<file path="src/logic/rac_pkg.sv">
// Functional notes
// - Extremes clear wipes all min/max, silent.
// - Extremes query returns minimum then maximum.
// - Mode codes: 0 local, 1 remote, 2 lockout.
// - Mode query returns current mode code.
// - Input flags weights 16,32,64,128 for ranges.
// - Relay config: relay 1-8, mode off/on/alarm.
// - Alarm mode relay follows one chosen input.
// - Alarm type: 0 low, 1 high, 2 both.
// - Relay query returns mode, input, type.
// - Relay status: relay n is bit n-1.
// - Units query: 1-8 single, 0 all eight.
// - Curve command: source 1/6/7, dest 21-28, serial <=10.
// - Curve command takes three point pairs, silent.
// - Alarm weights: 1 low, 2 high.
`default_nettype none
package rac_pkg;
  // ----------------------------------------------------------------
  // Widths and codes
  // ----------------------------------------------------------------
  localparam int RAC_N = 8;
  localparam int RAC_VW = 16;
  localparam logic [3:0] RAC_ALL_INPUTS = 4'h0;
  localparam logic [1:0] RAC_MODE_LOCAL = 2'h0;
  localparam logic [1:0] RAC_MODE_REMOTE = 2'h1;
  localparam logic [1:0] RAC_MODE_LOCKOUT = 2'h2;
  localparam logic [1:0] RAC_RLY_OFF = 2'h0;
  localparam logic [1:0] RAC_RLY_ON = 2'h1;
  localparam logic [1:0] RAC_RLY_ALARM = 2'h2;
  localparam logic [1:0] RAC_AT_LOW = 2'h0;
  localparam logic [1:0] RAC_AT_HIGH = 2'h1;
  localparam logic [1:0] RAC_AT_BOTH = 2'h2;
  localparam int RAC_FLAG_LOW = 0;
  localparam int RAC_FLAG_HIGH = 1;
  localparam int RAC_FLAG_TUNDER = 4;
  localparam int RAC_FLAG_TOVER = 5;
  localparam int RAC_FLAG_UUNDER = 6;
  localparam int RAC_FLAG_UOVER = 7;
  localparam logic [7:0] RAC_STD_A = 8'h01;
  localparam logic [7:0] RAC_STD_B = 8'h06;
  localparam logic [7:0] RAC_STD_C = 8'h07;
  localparam logic [7:0] RAC_DEST_MIN = 8'h15;
  localparam logic [7:0] RAC_DEST_MAX = 8'h1c;
  localparam logic [3:0] RAC_SN_MAX = 4'ha;
  localparam logic [1:0] RAC_MODE_RST = 2'h0;

  typedef enum logic [3:0] {
    RAC_C_NONE = 4'h0,
    RAC_C_EXT_CLR = 4'h1,
    RAC_C_EXT_RD = 4'h2,
    RAC_C_MODE_SET = 4'h3,
    RAC_C_MODE_RD = 4'h4,
    RAC_C_FLAGS_RD = 4'h5,
    RAC_C_RLY_SET = 4'h6,
    RAC_C_RLY_RD = 4'h7,
    RAC_C_RLYST_RD = 4'h8,
    RAC_C_UNITS_RD = 4'h9,
    RAC_C_CURVE = 4'ha
  } rac_cmd_t;

  typedef struct packed {
    logic [1:0] mode;
    logic [2:0] input_sel;
    logic [1:0] alarm_type;
  } rac_relay_cfg_t;

  typedef struct packed {
    rac_cmd_t op;
    logic [3:0] index;
    logic [1:0] arg_a;
    logic [3:0] arg_b;
    logic [1:0] arg_c;
    logic [7:0] std_curve;
    logic [7:0] dest_curve;
    logic [3:0] sn_len;
  } rac_req_t;

  typedef struct packed {
    logic [RAC_VW-1:0] d0;
    logic [RAC_VW-1:0] d1;
    logic [RAC_VW-1:0] d2;
    logic [3:0] seq;
    logic last;
  } rac_rsp_t;
endpackage : rac_pkg
`default_nettype wire

</file>
<file path="src/logic/rac_core.sv">
`default_nettype none
module rac_core
  import rac_pkg::*;
#(
  parameter int N = RAC_N,
  parameter int VW = RAC_VW
)
(
  input wire logic clk,
  input wire logic rst_b,
  input wire logic req_valid,
  input wire rac_req_t req,
  input wire logic [N*VW-1:0] units_in,
  input wire logic [N-1:0] low_alarm_in,
  input wire logic [N-1:0] high_alarm_in,
  input wire logic [N*4-1:0] range_flags_in,
  output logic rsp_valid,
  output rac_rsp_t rsp,
  output logic cmd_reject,
  output logic cmd_done,
  output logic [1:0] if_mode,
  output logic curve_start,
  output logic [7:0] curve_std,
  output logic [7:0] curve_dest,
  output logic [N-1:0] relay_out
);
  // ----------------------------------------------------------------
  // State
  // ----------------------------------------------------------------
  typedef enum logic [1:0] {RAC_S_IDLE = 2'b00, RAC_S_ALL = 2'b01} rac_state_t;

  rac_state_t state_r, state_nxt;
  logic [3:0] seq_r, seq_nxt;
  logic [1:0] mode_r, mode_nxt;
  rac_relay_cfg_t [N-1:0] cfg_r, cfg_nxt;
  logic [VW-1:0] min_r [N], min_nxt [N];
  logic [VW-1:0] max_r [N], max_nxt [N];
  logic seen_r, seen_nxt;
  logic [N-1:0] relay_r, relay_nxt, relay_act;
  logic rsp_valid_r, rsp_valid_nxt, rej_r, rej_nxt, done_r, done_nxt;
  rac_rsp_t rsp_r, rsp_nxt;
  logic cs_r, cs_nxt;
  logic [7:0] cstd_r, cstd_nxt, cdest_r, cdest_nxt;
  logic [N*VW-1:0] units_s1, units_s2;
  logic [N-1:0] lo_s1, lo_s2, hi_s1, hi_s2;
  logic [N*4-1:0] rng_s1, rng_s2;

  function automatic logic in_range(input logic [3:0] v);
    in_range = (v >= 4'h1) && (v <= 4'(N));
  endfunction : in_range

  function automatic logic [2:0] to_idx(input logic [3:0] v);
    to_idx = 3'(v - 4'h1);
  endfunction : to_idx

  // Pin-side inputs are synchronised; multi-bit values are assumed to change slowly.
  always_ff @(posedge clk or negedge rst_b)
  begin
    if (!rst_b)
    begin
      units_s1 <= '0;
      units_s2 <= '0;
      lo_s1 <= '0;
      lo_s2 <= '0;
      hi_s1 <= '0;
      hi_s2 <= '0;
      rng_s1 <= '0;
      rng_s2 <= '0;
    end
    else
    begin
      units_s1 <= units_in;
      units_s2 <= units_s1;
      lo_s1 <= low_alarm_in;
      lo_s2 <= lo_s1;
      hi_s1 <= high_alarm_in;
      hi_s2 <= hi_s1;
      rng_s1 <= range_flags_in;
      rng_s2 <= rng_s1;
    end
  end

  // ----------------------------------------------------------------
  // Relay drive
  // ----------------------------------------------------------------
  for (genvar g = 0; g < N; g++)
  begin : g_rly
    rac_relay u_relay (
      .mode(cfg_r[g].mode),
      .alarm_type(cfg_r[g].alarm_type),
      .low_alarm(lo_s2[cfg_r[g].input_sel]),
      .high_alarm(hi_s2[cfg_r[g].input_sel]),
      .active(relay_act[g])
    );
  end

  // ----------------------------------------------------------------
  // Command decode
  // ----------------------------------------------------------------
  always_comb
  begin
    logic [2:0] ix;
    logic [VW-1:0] u;
    ix = to_idx(req.index);
    u = '0;
    state_nxt = state_r;
    seq_nxt = seq_r;
    mode_nxt = mode_r;
    cfg_nxt = cfg_r;
    seen_nxt = 1'b1;
    relay_nxt = relay_act;
    rsp_valid_nxt = 1'b0;
    rsp_nxt = '0;
    rej_nxt = 1'b0;
    done_nxt = 1'b0;
    cs_nxt = 1'b0;
    cstd_nxt = cstd_r;
    cdest_nxt = cdest_r;
    for (int i = 0; i < N; i++)
    begin
      u = units_s2[i*VW +: VW];
      // The first sample after a clear seeds both extremes.
      min_nxt[i] = (!seen_r || u < min_r[i]) ? u : min_r[i];
      max_nxt[i] = (!seen_r || u > max_r[i]) ? u : max_r[i];
    end
    if (state_r == RAC_S_ALL)
    begin
      rsp_valid_nxt = 1'b1;
      rsp_nxt.d0 = units_s2[seq_r*VW +: VW];
      rsp_nxt.seq = seq_r;
      rsp_nxt.last = (seq_r == 4'(N-1));
      seq_nxt = 4'(seq_r + 4'h1);
      if (rsp_nxt.last)
      begin
        state_nxt = RAC_S_IDLE;
        done_nxt = 1'b1;
      end
    end
    else if (req_valid)
    begin
      done_nxt = 1'b1;
      unique case (req.op)
        RAC_C_EXT_CLR: seen_nxt = 1'b0;
        RAC_C_EXT_RD, RAC_C_FLAGS_RD, RAC_C_RLY_RD:
        begin
          if (!in_range(req.index))
            rej_nxt = 1'b1;
          else
          begin
            rsp_valid_nxt = 1'b1;
            rsp_nxt.last = 1'b1;
            if (req.op == RAC_C_EXT_RD)
            begin
              rsp_nxt.d0 = min_r[ix];
              rsp_nxt.d1 = max_r[ix];
            end
            else if (req.op == RAC_C_FLAGS_RD)
            begin
              // Weights 1/2 for alarms and 16..128 for range flags.
              rsp_nxt.d0[RAC_FLAG_LOW] = lo_s2[ix];
              rsp_nxt.d0[RAC_FLAG_HIGH] = hi_s2[ix];
              rsp_nxt.d0[RAC_FLAG_UOVER:RAC_FLAG_TUNDER] = rng_s2[ix*4 +: 4];
            end
            else
            begin
              rsp_nxt.d0 = VW'(cfg_r[ix].mode);
              rsp_nxt.d1 = VW'({1'b0, cfg_r[ix].input_sel} + 4'h1);
              rsp_nxt.d2 = VW'(cfg_r[ix].alarm_type);
            end
          end
        end
        RAC_C_MODE_SET:
        begin
          if (req.arg_a > RAC_MODE_LOCKOUT)
            rej_nxt = 1'b1;
          else
            mode_nxt = req.arg_a;
        end
        RAC_C_MODE_RD:
        begin
          rsp_valid_nxt = 1'b1;
          rsp_nxt.d0 = VW'(mode_r);
          rsp_nxt.last = 1'b1;
        end
        RAC_C_RLY_SET:
        begin
          if (!in_range(req.index) || req.arg_a > RAC_RLY_ALARM ||
              !in_range(req.arg_b) || req.arg_c > RAC_AT_BOTH)
            rej_nxt = 1'b1;
          else
          begin
            cfg_nxt[ix].mode = req.arg_a;
            cfg_nxt[ix].input_sel = to_idx(req.arg_b);
            cfg_nxt[ix].alarm_type = req.arg_c;
          end
        end
        RAC_C_RLYST_RD:
        begin
          rsp_valid_nxt = 1'b1;
          rsp_nxt.d0 = VW'(relay_r);
          rsp_nxt.last = 1'b1;
        end
        RAC_C_UNITS_RD:
        begin
          if (req.index == RAC_ALL_INPUTS)
          begin
            // Streaming all inputs in one burst suits the host's peak-rate reads.
            state_nxt = RAC_S_ALL;
            seq_nxt = 4'h0;
            done_nxt = 1'b0;
          end
          else if (!in_range(req.index))
            rej_nxt = 1'b1;
          else
          begin
            rsp_valid_nxt = 1'b1;
            rsp_nxt.d0 = units_s2[ix*VW +: VW];
            rsp_nxt.last = 1'b1;
          end
        end
        RAC_C_CURVE:
        begin
          if (!(req.std_curve == RAC_STD_A || req.std_curve == RAC_STD_B ||
                req.std_curve == RAC_STD_C) || req.dest_curve < RAC_DEST_MIN ||
              req.dest_curve > RAC_DEST_MAX || req.sn_len > RAC_SN_MAX)
            rej_nxt = 1'b1;
          else
          begin
            // Point pairs travel on the curve builder's own path; no response here.
            cs_nxt = 1'b1;
            cstd_nxt = req.std_curve;
            cdest_nxt = req.dest_curve;
          end
        end
        default: rej_nxt = 1'b1;
      endcase
    end
  end

  always_ff @(posedge clk or negedge rst_b)
  begin
    if (!rst_b)
    begin
      state_r <= RAC_S_IDLE;
      seq_r <= '0;
      mode_r <= RAC_MODE_RST;
      cfg_r <= '0;
      seen_r <= 1'b0;
      relay_r <= '0;
      rsp_valid_r <= 1'b0;
      rsp_r <= '0;
      rej_r <= 1'b0;
      done_r <= 1'b0;
      cs_r <= 1'b0;
      cstd_r <= '0;
      cdest_r <= '0;
      for (int i = 0; i < N; i++)
      begin
        min_r[i] <= '0;
        max_r[i] <= '0;
      end
    end
    else
    begin
      state_r <= state_nxt;
      seq_r <= seq_nxt;
      mode_r <= mode_nxt;
      cfg_r <= cfg_nxt;
      seen_r <= seen_nxt;
      relay_r <= relay_nxt;
      rsp_valid_r <= rsp_valid_nxt;
      rsp_r <= rsp_nxt;
      rej_r <= rej_nxt;
      done_r <= done_nxt;
      cs_r <= cs_nxt;
      cstd_r <= cstd_nxt;
      cdest_r <= cdest_nxt;
      for (int i = 0; i < N; i++)
      begin
        min_r[i] <= min_nxt[i];
        max_r[i] <= max_nxt[i];
      end
    end
  end

  assign rsp_valid = rsp_valid_r;
  assign rsp = rsp_r;
  assign cmd_reject = rej_r;
  assign cmd_done = done_r;
  assign if_mode = mode_r;
  assign curve_start = cs_r;
  assign curve_std = cstd_r;
  assign curve_dest = cdest_r;
  assign relay_out = relay_r;
endmodule : rac_core
`default_nettype wire

</file>
<file path="src/logic/rac_relay.sv">
`default_nettype none
module rac_relay
  import rac_pkg::*;
(
  input wire logic [1:0] mode,
  input wire logic [1:0] alarm_type,
  input wire logic low_alarm,
  input wire logic high_alarm,
  output logic active
);
  always_comb
  begin
    active = 1'b0;
    unique case (mode)
      RAC_RLY_ON: active = 1'b1;
      RAC_RLY_ALARM:
      begin
        unique case (alarm_type)
          RAC_AT_LOW: active = low_alarm;
          RAC_AT_HIGH: active = high_alarm;
          RAC_AT_BOTH: active = low_alarm | high_alarm;
          default: active = 1'b0;
        endcase
      end
      default: active = 1'b0;
    endcase
  end
endmodule : rac_relay
`default_nettype wire

</file>
<file path="config.mk">
export PLATFORM = sky130hd
export DESIGN_NAME = rac_core
export DESIGN_NICKNAME = d
export VERILOG_FILES = /design/src/logic/rac_pkg.sv /design/src/logic/rac_core.sv /design/src/logic/rac_relay.sv
export SDC_FILE = /design/constraint.sdc
export NUM_CORES = 1
export LEC_CHECK = 0
export ABC_AREA = 1
export BUFFER_PORTS_ARGS = -buffer_cell sky130_fd_sc_hd__buf_2
export CELL_PAD_IN_SITES_DETAIL_PLACEMENT = 1
export CELL_PAD_IN_SITES_GLOBAL_PLACEMENT = 2
export CORE_AREA = 2 2 356 358
export DETAILED_ROUTE_END_ITERATION = 16
export DIE_AREA = 0 0 358 360
export HOLD_SLACK_MARGIN = 0.02
export PLACE_DENSITY_LB_ADDON = 0.1
export SETUP_SLACK_MARGIN = 0.5
export SYNTH_ARGS = -nofsm -noshare
export SYNTH_HDL_FRONTEND = slang
export SYNTH_SLANG_ARGS = --single-unit
</file>
<file path="constraint.sdc">
create_clock -name clk -period 4.4 [get_ports clk]
set_input_delay 0.44 -clock clk [delete_from_list [all_inputs] [get_ports clk]]
set_output_delay 0.44 -clock clk [all_outputs]
set_load 0.005 [all_outputs]
</file>
# ---- Word level (Yosys, flattened, before mapping)
# Cells that the tools add are included.
# W data, S select, Z words.
dict set report word_totals {
  regBits 754
  latchBits 0
  mem_bits_rw 0
  mem_bits_ro 0
  inputBits 215
  wordCells 337
  n_memories 0
}
dict set report classes {
  add_sub_neg 4
  multipliers 0
  div_mod_pow 0
  order_cmp 36
  n_eq_ne 48
  shifts 3
  muxes 118
  n_bitwise 13
  n_reduce_logical 51
}
# cell n
set op_table {}
lappend op_table {{$bwmux W56} 3}
lappend op_table {{$gt A16 B16 Y1} 8}
lappend op_table {{$lt A16 B16 Y1} 8}
lappend op_table {{$mux W16} 8}
lappend op_table {{$shiftx A128 B8 Y16} 1}
lappend op_table {{$shiftx A128 B9 Y16} 1}
lappend op_table {{$bmux W16 S3} 2}
lappend op_table {{$mux W32} 3}
lappend op_table {{$mux W48} 2}
lappend op_table {{$pmux W16 S4} 1}
lappend op_table {{$demux W7 S3} 3}
lappend op_table {{$bmux W1 S3} 18}
lappend op_table {{$mux W1} 42}
lappend op_table {{$lt A3 B4 Y1 const B} 9}
lappend op_table {{$eq A2 B1 Y1 const B} 17}
lappend op_table {{$eq A2 B2 Y1 const B} 16}
lappend op_table {{$shiftx A32 B6 Y4} 1}
lappend op_table {{$pmux W1 S3} 9}
lappend op_table {{$logic_or A1 B1 Y1} 24}
lappend op_table {{$mux W4} 6}
lappend op_table {{$bmux W7 S3} 1}
lappend op_table {{$eq A4 B3 Y1 const B} 5}
lappend op_table {{$mux W20} 1}
lappend op_table {{$eq A8 B3 Y1 const B} 2}
lappend op_table {{33 further kinds} 82}

# ---- Longest topological paths before layout
# Gate-level depths: netlist (run 1).
dict set report depth {
  ltp_word 11
  mapped_depth 19
}

# ---- Cells and area by module
# Synthesis (run 1) repeated with hierarchy kept, for this count alone.
dict set report hier_totals {
  hier_cells 4423
  area_unflattened_um2 36957.9
}
# mod n_inst cells_each area_per_inst_um2 seq_area_each_um2
set by_module_without_submodules {}
lappend by_module_without_submodules {rac_core 1 4311 36347.4 18492.7}
lappend by_module_without_submodules {rac_relay 8 14 76.3 0.0}

# ---- Least setup slack after synthesis (run 1)
# OpenSTA, ideal clock, no wires.
dict set report synth_timing {
  path_kind {input -> register}
  start {in req[28] in the netlist's numbering}
  end {reg rsp_r, in the netlist rsp[22]}
  setup_time_ns 0.124
  t_arrival_ns 2.514
  required_time_ns 4.276
  path_slack_ns 1.762
  cell_stages 18
  n_path_buf 6
  path_cell_list {buf_4 -> inv_2 -> buf_2 -> buf_2 -> ha_1 -> buf_2 -> inv_4 -> buf_6 -> buf_2 -> nand2_1 -> nand2_1 -> nand2_1 -> nand2_1 -> ha_1 -> nand2_1 -> nand2_1 -> nand2_1 -> a21oi_1}
}
# item line
set synth_lines {}
lappend synth_lines {{start: declaration} rac_core.sv:12} ;# input wire rac_req_t req,
lappend synth_lines {{end signal: assignment} rac_core.sv:272} ;# rsp_r <= rsp_nxt;
lappend synth_lines {{end: declaration} rac_core.sv:41} ;# rac_rsp_t rsp_r, rsp_nxt;

# ---- Worst setup path in the final report (run 1)
dict set report layout_timing {
  start {reg units_s2[13]}
  end {reg max_r[121] in the netlist's numbering}
}
dict set report layout_via {
  elab_chain_cells 2
}
# item line
set layout_lines {}
lappend layout_lines {{start: declaration} rac_core.sv:44} ;# logic [N*VW-1:0] units_s1, units_s2;
lappend layout_lines {{start signal: assignment} rac_core.sv:73} ;# units_s2 <= units_s1;
lappend layout_lines {{$gt A16 B16 Y1} rac_core.sv:124} ;# max_nxt[i] = (!seen_r || u > max_r[i]) ? u : max_r[i];
lappend layout_lines {{$logic_or A1 B1 Y1} rac_core.sv:124}
lappend layout_lines {{end signal: indexed assignment} rac_core.sv:281} ;# max_r[i] <= max_nxt[i];
lappend layout_lines {{end: declaration} rac_core.sv:37} ;# logic [VW-1:0] max_r [N], max_nxt [N];
# Every way passes these cells.
# A chain may end at the register's enable or synchronous reset.

==> flow_summary.json, run 1 <==
{
  "status": "finished clean",
  "ios": 298,
  "drive_gt1_frac": 0.112,
  "path_cells": "ha_1 > nand2_1 > inv_1 > nand2_1 > nor3_1 > nand3_1 > nand2_1 > nand2_1 > o21ai_0",
  "place_ws_ns": 0.851,
  "root_buffer": "clkbuf_16",
  "grt_setup_unrepaired": "no",
  "postCtsResizedCells": 0,
  "die_x_um": 358,
  "synth_top_area_frac": 0.497,
  "track_usage": 0.247,
  "wire_per_inst_um": 24.2,
  "power_density_nw_per_um2": 586,
  "n_fill_cell": 14700,
  "synth_cell_type_count": 49,
  "gr-total-overflow": 0,
  "fp.dieH_um": 360,
  "fmax_mhz": 327,
  "cts_buffer_depth": 3,
  "timing.rr.start": "units_s2[13]",
  "dr.first_iter.drc_count": 2190,
  "dp_cells": 6199,
  "synth_seq_cells": 739,
  "setup_violations": 0,
  "fin_setup_tns_ns": 0,
  "syn_inst": 4402,
  "worst_pin_slew_ns": 1.13,
  "grt_max_degree": 143,
  "cap_violations": 0,
  "dp_hpwl_mm": 119,
  "row_count": 130,
  "end_kind": "flop",
  "wirelength_mm": 159,
  "syn_area_um2": 37200,
  "finalCritPeriodShare": 0.694,
  "clock-skew-final_ns": 0.0312,
  "vias": 32100,
  "endpoint": "max_r[121]",
  "firstDrtPassIters": 5,
  "coreArea_um2": 125000,
  "crit_buf_inv": 1,
  "drc_errors": 0,
  "clock-sinks": 739,
  "port_buffers": 283,
  "cp_num_cells": 9,
  "hold_slack_ns": 0.124,
  "nets": 5314,
  "htree_levels": 3,
  "hold_class": "in2reg",
  "clk_latency_ns": 0.71,
  "vdd_ir_drop_max_mv": 0.304,
  "area_delta_synth_final_pct": 22.0,
  "synth.yosys.seq_area_share": 0.497,
  "required_ns": 4.98,
  "fp.dieArea_um2": 129000,
  "cp-startpoint": "units_s2[13]",
  "crit_path_start_kind": "flop",
  "place_area_um2": 40200,
  "drv_slew": 0,
  "grt_pass1_wl_mm": 232,
  "criticalPathCategory": "reg2reg",
  "final_common_cell": "nand2_1",
  "worstReg2RegEnd": "max_r[121]",
  "total_power_mw": 26.6,
  "leakagePower_nw": 23.0,
  "synth_edf_count": 0,
  "finalHoldViolCount": 0,
  "fin_cells": 6557,
  "crit_top_cell": "nand2_1",
  "ant_nets": 0,
  "r2r_cells": 9,
  "synth_flop_cell": "dfrtp_1",
  "period_needed_ns": 3.06,
  "crit_family": "simple AND/OR/NAND/NOR gates",
  "r2r_setup_slack_ns": 1.34,
  "numCtsBuffers": 91,
  "worstPathMaxFanout": 32,
  "initial_core_util": 0.298,
  "setup_ws_ns": 1.34,
  "cts_tree": "done",
  "grt_pass1_vias": 33400,
  "viasPerCell": 4.90,
  "max_slew_margin": 0.245,
  "yosysTopAreaCell": "dfrtp_1",
  "async_flop_share": 1.00,
  "avgSynthCellArea_um2": 8.45,
  "cp_slowest_stage_delay_ns": 0.59,
  "antenna_found_initial": 5,
  "synthTopCellsByArea": "dfrtp_1 50%, nand2_1 12%, ha_1 9.1%, o21ai_0 5.9%, inv_1 4.9%",
  "clk_pin_slew_ns": 0.06,
  "arrival_ns": 3.64,
  "slowest_stage": "nand2_1",
  "place.gp.congestion": 0.874,
  "utilization": 0.363,
  "mostFrequentLayoutCells": "1,231 x nand2_1, 736 x dfrtp_1, 485 x inv_1, 442 x o21ai_0, 281 x buf_2",
  "final_cell_area_um2": 45400,
  "yosys_warnings": 0
}
## cell families after synthesis
| kind of cell | Yosys count | synth area share |
|---|---|---|
| other cells | 1 | 0.000101 |
| simple gates | 1802 | 0.202 |
| xor+xnor | 9 | 0.00212 |
| fa+ha+maj | 271 | 0.0912 |
| buf+inv | 708 | 0.0805 |
| compound gates | 872 | 0.127 |
| flops | 739 | 0.497 |
## cells in the mapped netlist (all sizes together), types with 8 or more instances
| library cell | count |
|---|---|
| nor2 | 206 |
| dfrtp | 739 |
| ha | 271 |
| nand4 | 46 |
| nand3 | 274 |
| nand2 | 1239 |
| o21a | 8 |
| o21ai | 454 |
| a21oi | 269 |
| o22ai | 65 |
| buf | 128 |
| nor3 | 33 |
| o211ai | 50 |
| inv | 489 |
| xor2 | 9 |
| clkbuf | 84 |
| o31a | 8 |
## where the power goes
part	total [mW]	leakage (nW)	switching, mW	internal, mW
clock	8.25	1.55	3.29	4.96
sequential	9.23	8.75	1.00	8.23
combinational	9.08	12.7	6.27	2.81
## how the worst min path moves through the flow
stage | from | endpoint | slack, ns | depth (start not counted)
floorplan | rst_b | cfg_r[0] | 0.14 | 0
global placement | units_s1[79] | units_s2[79] | 0.33 | 0
detailed placement | rng_s1[10] | rng_s2[10] | 0.34 | 0
CTS | req[32] | seen_r | 0.06 | 4
global route | req[32] | seen_r | 0.13 | 4
finish | req[32] | seen_r | 0.12 | 4
## cell type report
cell class	instances	area [um^2]	area share
Inverter	496	1860	0.0411
Sequential cell	739	18500	0.408
Multi-Input combinational cell	2968	15800	0.348
Clock inverter	56	797	0.0176
Antenna cell	3	7.51	0.000166
Tap cell	1650	2060	0.0455
Clock buffer	113	2470	0.0545
Timing Repair Buffer	532	3890	0.0858
## state kept, by name (all words and copies together), names as in the netlist, 32 cells and up
name      flops
cfg_r        56
rng_s2       32
min_r       128
rng_s1       32
units_s1    128
rsp          39
max_r       128
units_s2    128
## worst register-to-register path: stages, from the launching register on
cell and delay [ns]:
dfrtp_1 0.52, ha_1 0.37, nand2_1 0.06, inv_1 0.05, nand2_1 0.06, nor3_1 0.56
nand3_1 0.14, nand2_1 0.11, nand2_1 0.59, o21ai_0 0.48
## timing repair
| action | in CTS | in global routing |
|---|---|---|
| hold endpoints to repair | 253 | 0 |
| buffers inserted | 0 | 0 |
| hold buffers | 186 | 0 |
## routing by layer
layer,vias to the layer above,global-route usage,wire length (um)
li1,15200,-,-
met1,16000,0.332,71500
met2,709,0.413,75700
met3,189,0.0280,6710
met4,0,0.0796,4900
met5,-,0,0
Note: power is estimated with default switching activity, not from simulation.
==> run 2, diff against run 1 <==
- clock period: 4.4 -> 3 ns (I/O delays scaled with it)
==> run 2 against run 1 <==
- worst hold slack lost 0.034 ns
- routed wire length up 0.49%
- register-to-register slack got worse by 0.68 ns
- clock-buffer cell count grew 1
- fmax rose by 31%
- final cell count is 2.0% higher
- utilization increased by 0.83 points
- clock power up 42%
==> flow_summary.json, run 2 (synthesis results as in run 1) <==
{
  "status": "finished clean",
  "clock-sinks": 739,
  "drc_errors": 0,
  "fin_setup_tns_ns": 0,
  "cp-startpoint": "units_s2[15]",
  "final_common_cell": "nand2_1",
  "wire_per_inst_um": 23.9,
  "setup_violations": 0,
  "initial_core_util": 0.298,
  "track_usage": 0.250,
  "nets": 5450,
  "dr.first_iter.drc_count": 1904,
  "grt_max_degree": 95,
  "ios": 298,
  "clk_latency_ns": 0.72,
  "cap_violations": 0,
  "postCtsSetupRepairBufs": 0,
  "cts_buffer_depth": 3,
  "antenna_cells": 0,
  "end_kind": "flop",
  "period_needed_ns": 2.34,
  "holdPathEnd": "if_mode[1]",
  "dp_hpwl_mm": 122,
  "vdd_ir_drop_max_mv": 0.440,
  "htree_levels": 3,
  "hold_depth": 5,
  "r2r_cells": 12,
  "coreArea_um2": 125000,
  "criticalPathCategory": "reg2reg",
  "place_ws_ns": 0.485,
  "fp.dieH_um": 360,
  "cts_tree": "done",
  "drive_gt1_frac": 0.137,
  "wirelength_mm": 160,
  "leakagePower_nw": 23.7,
  "final_cell_area_um2": 46400,
  "power_density_nw_per_um2": 842,
  "vias": 32500,
  "worstReg2RegEnd": "max_r[123]",
  "antenna_found_initial": 4,
  "place.gp.congestion": 0.873,
  "max_slew_margin": 0.520,
  "timing.rr.start": "units_s2[15]",
  "row_count": 130,
  "required_ns": 3.58,
  "root_buffer": "clkbuf_16",
  "drv_slew": 0,
  "worstPathMaxFanout": 16,
  "gr-total-overflow": 0,
  "fmax_mhz": 428,
  "firstDrtPassIters": 5,
  "arrival_ns": 2.92,
  "worst_pin_slew_ns": 0.720,
  "hold_class": "in2reg",
  "finalCritPeriodShare": 0.779,
  "fp.dieArea_um2": 129000,
  "hold_path_startpoint": "req[35]",
  "grt_pass1_wl_mm": 236,
  "place_area_um2": 41300,
  "clock-skew-final_ns": 0.0350,
  "r2r_setup_slack_ns": 0.66,
  "grt_pass1_vias": 34300,
  "numCtsBuffers": 90,
  "crit_path_start_kind": "flop",
  "clk_pin_slew_ns": 0.06,
  "mostFrequentLayoutCells": "1,228 x nand2_1, 735 x dfrtp_1, 485 x inv_1, 442 x o21ai_0, 281 x buf_2",
  "viasPerCell": 4.86,
  "hold_slack_ns": 0.0897,
  "area_delta_synth_final_pct": 24.8,
  "die_x_um": 358,
  "setup_ws_ns": 0.664,
  "grt_setup_unrepaired": "yes",
  "ant_nets": 0,
  "finalHoldViolCount": 0,
  "port_buffers": 283,
  "total_power_mw": 39.1
}
run 2: cell count changes in the layout (fill, tap and decap cells not counted), sizes merged:
cell         before  now
clkbuf          113  114
bufinv           16   12
diode             3    0
dlygate4sd3     186  191
clkinvlp         15   10
buf             346  478
clkinv           29   27
inv             492  498
run 2: timing repair:
action,CTS,global route
resized for setup,0,11
endpoints found under the setup margin,0,98
hold buffers,191,0
endpoints found under the hold margin,485,0
run 2: how the worst max path moves through the flow:
stage	depth (start not counted)	slack [ns]	end
after floorplan	18	0.50	rsp[22]
after global placement	14	0.49	rsp[43]
after detailed placement	14	0.49	rsp[43]
after CTS	9	0.52	min_r[32]
after global routing	11	0.50	max_r[102]
final	12	0.66	max_r[123]
run 2: per-layer routing:
metal	wire (um)	share of wire	GRT usage
met1	71300	0.45	0.329
met2	78700	0.49	0.431
met3	5100	0.032	0.0251
met4	4450	0.028	0.0733
met5	10	0.000063	0
run 2: critical path, cell delays in order (launching register included):
cell,delay [ns]
dfrtp_1,0.64
ha_1,0.34
nand2_1,0.09
inv_1,0.04
nand2_1,0.08
inv_1,0.05
a21oi_1,0.33
nand2_1,0.11
nand2_1,0.07
nand2_1,0.07
buf_4,0.24
nand2_1,0.08
o21ai_0,0.08
run 2: where the power goes:
group          switching, mW  internal (mW)  total (mW)
clock                   4.74           6.91        11.7
combinational           9.42           4.55        14.0
sequential              1.36           12.1        13.4
total                   15.5           23.5        39.1
run 2: layout make-up:
| cell class | instances | area [um^2] |
|---|---|---|
| multi-input cells | 2968 | 15800 |
| clock buffers | 114 | 2470 |
| flip-flops and latches | 739 | 18500 |
| clock inverters | 51 | 654 |
| repair buffers | 669 | 5050 |
| well taps | 1650 | 2060 |
| inverters | 496 | 1860 |
| fillers | 14800 | 78500 |
run 2: per-stage QoR:
step,util,instances
2_1_floorplan,-,4415
3_3_place_gp,0.331,6331
3_5_place_dp,0.331,6331
4_1_cts,0.371,6687
5_1_grt,0.371,6687
6_report,0.371,6687
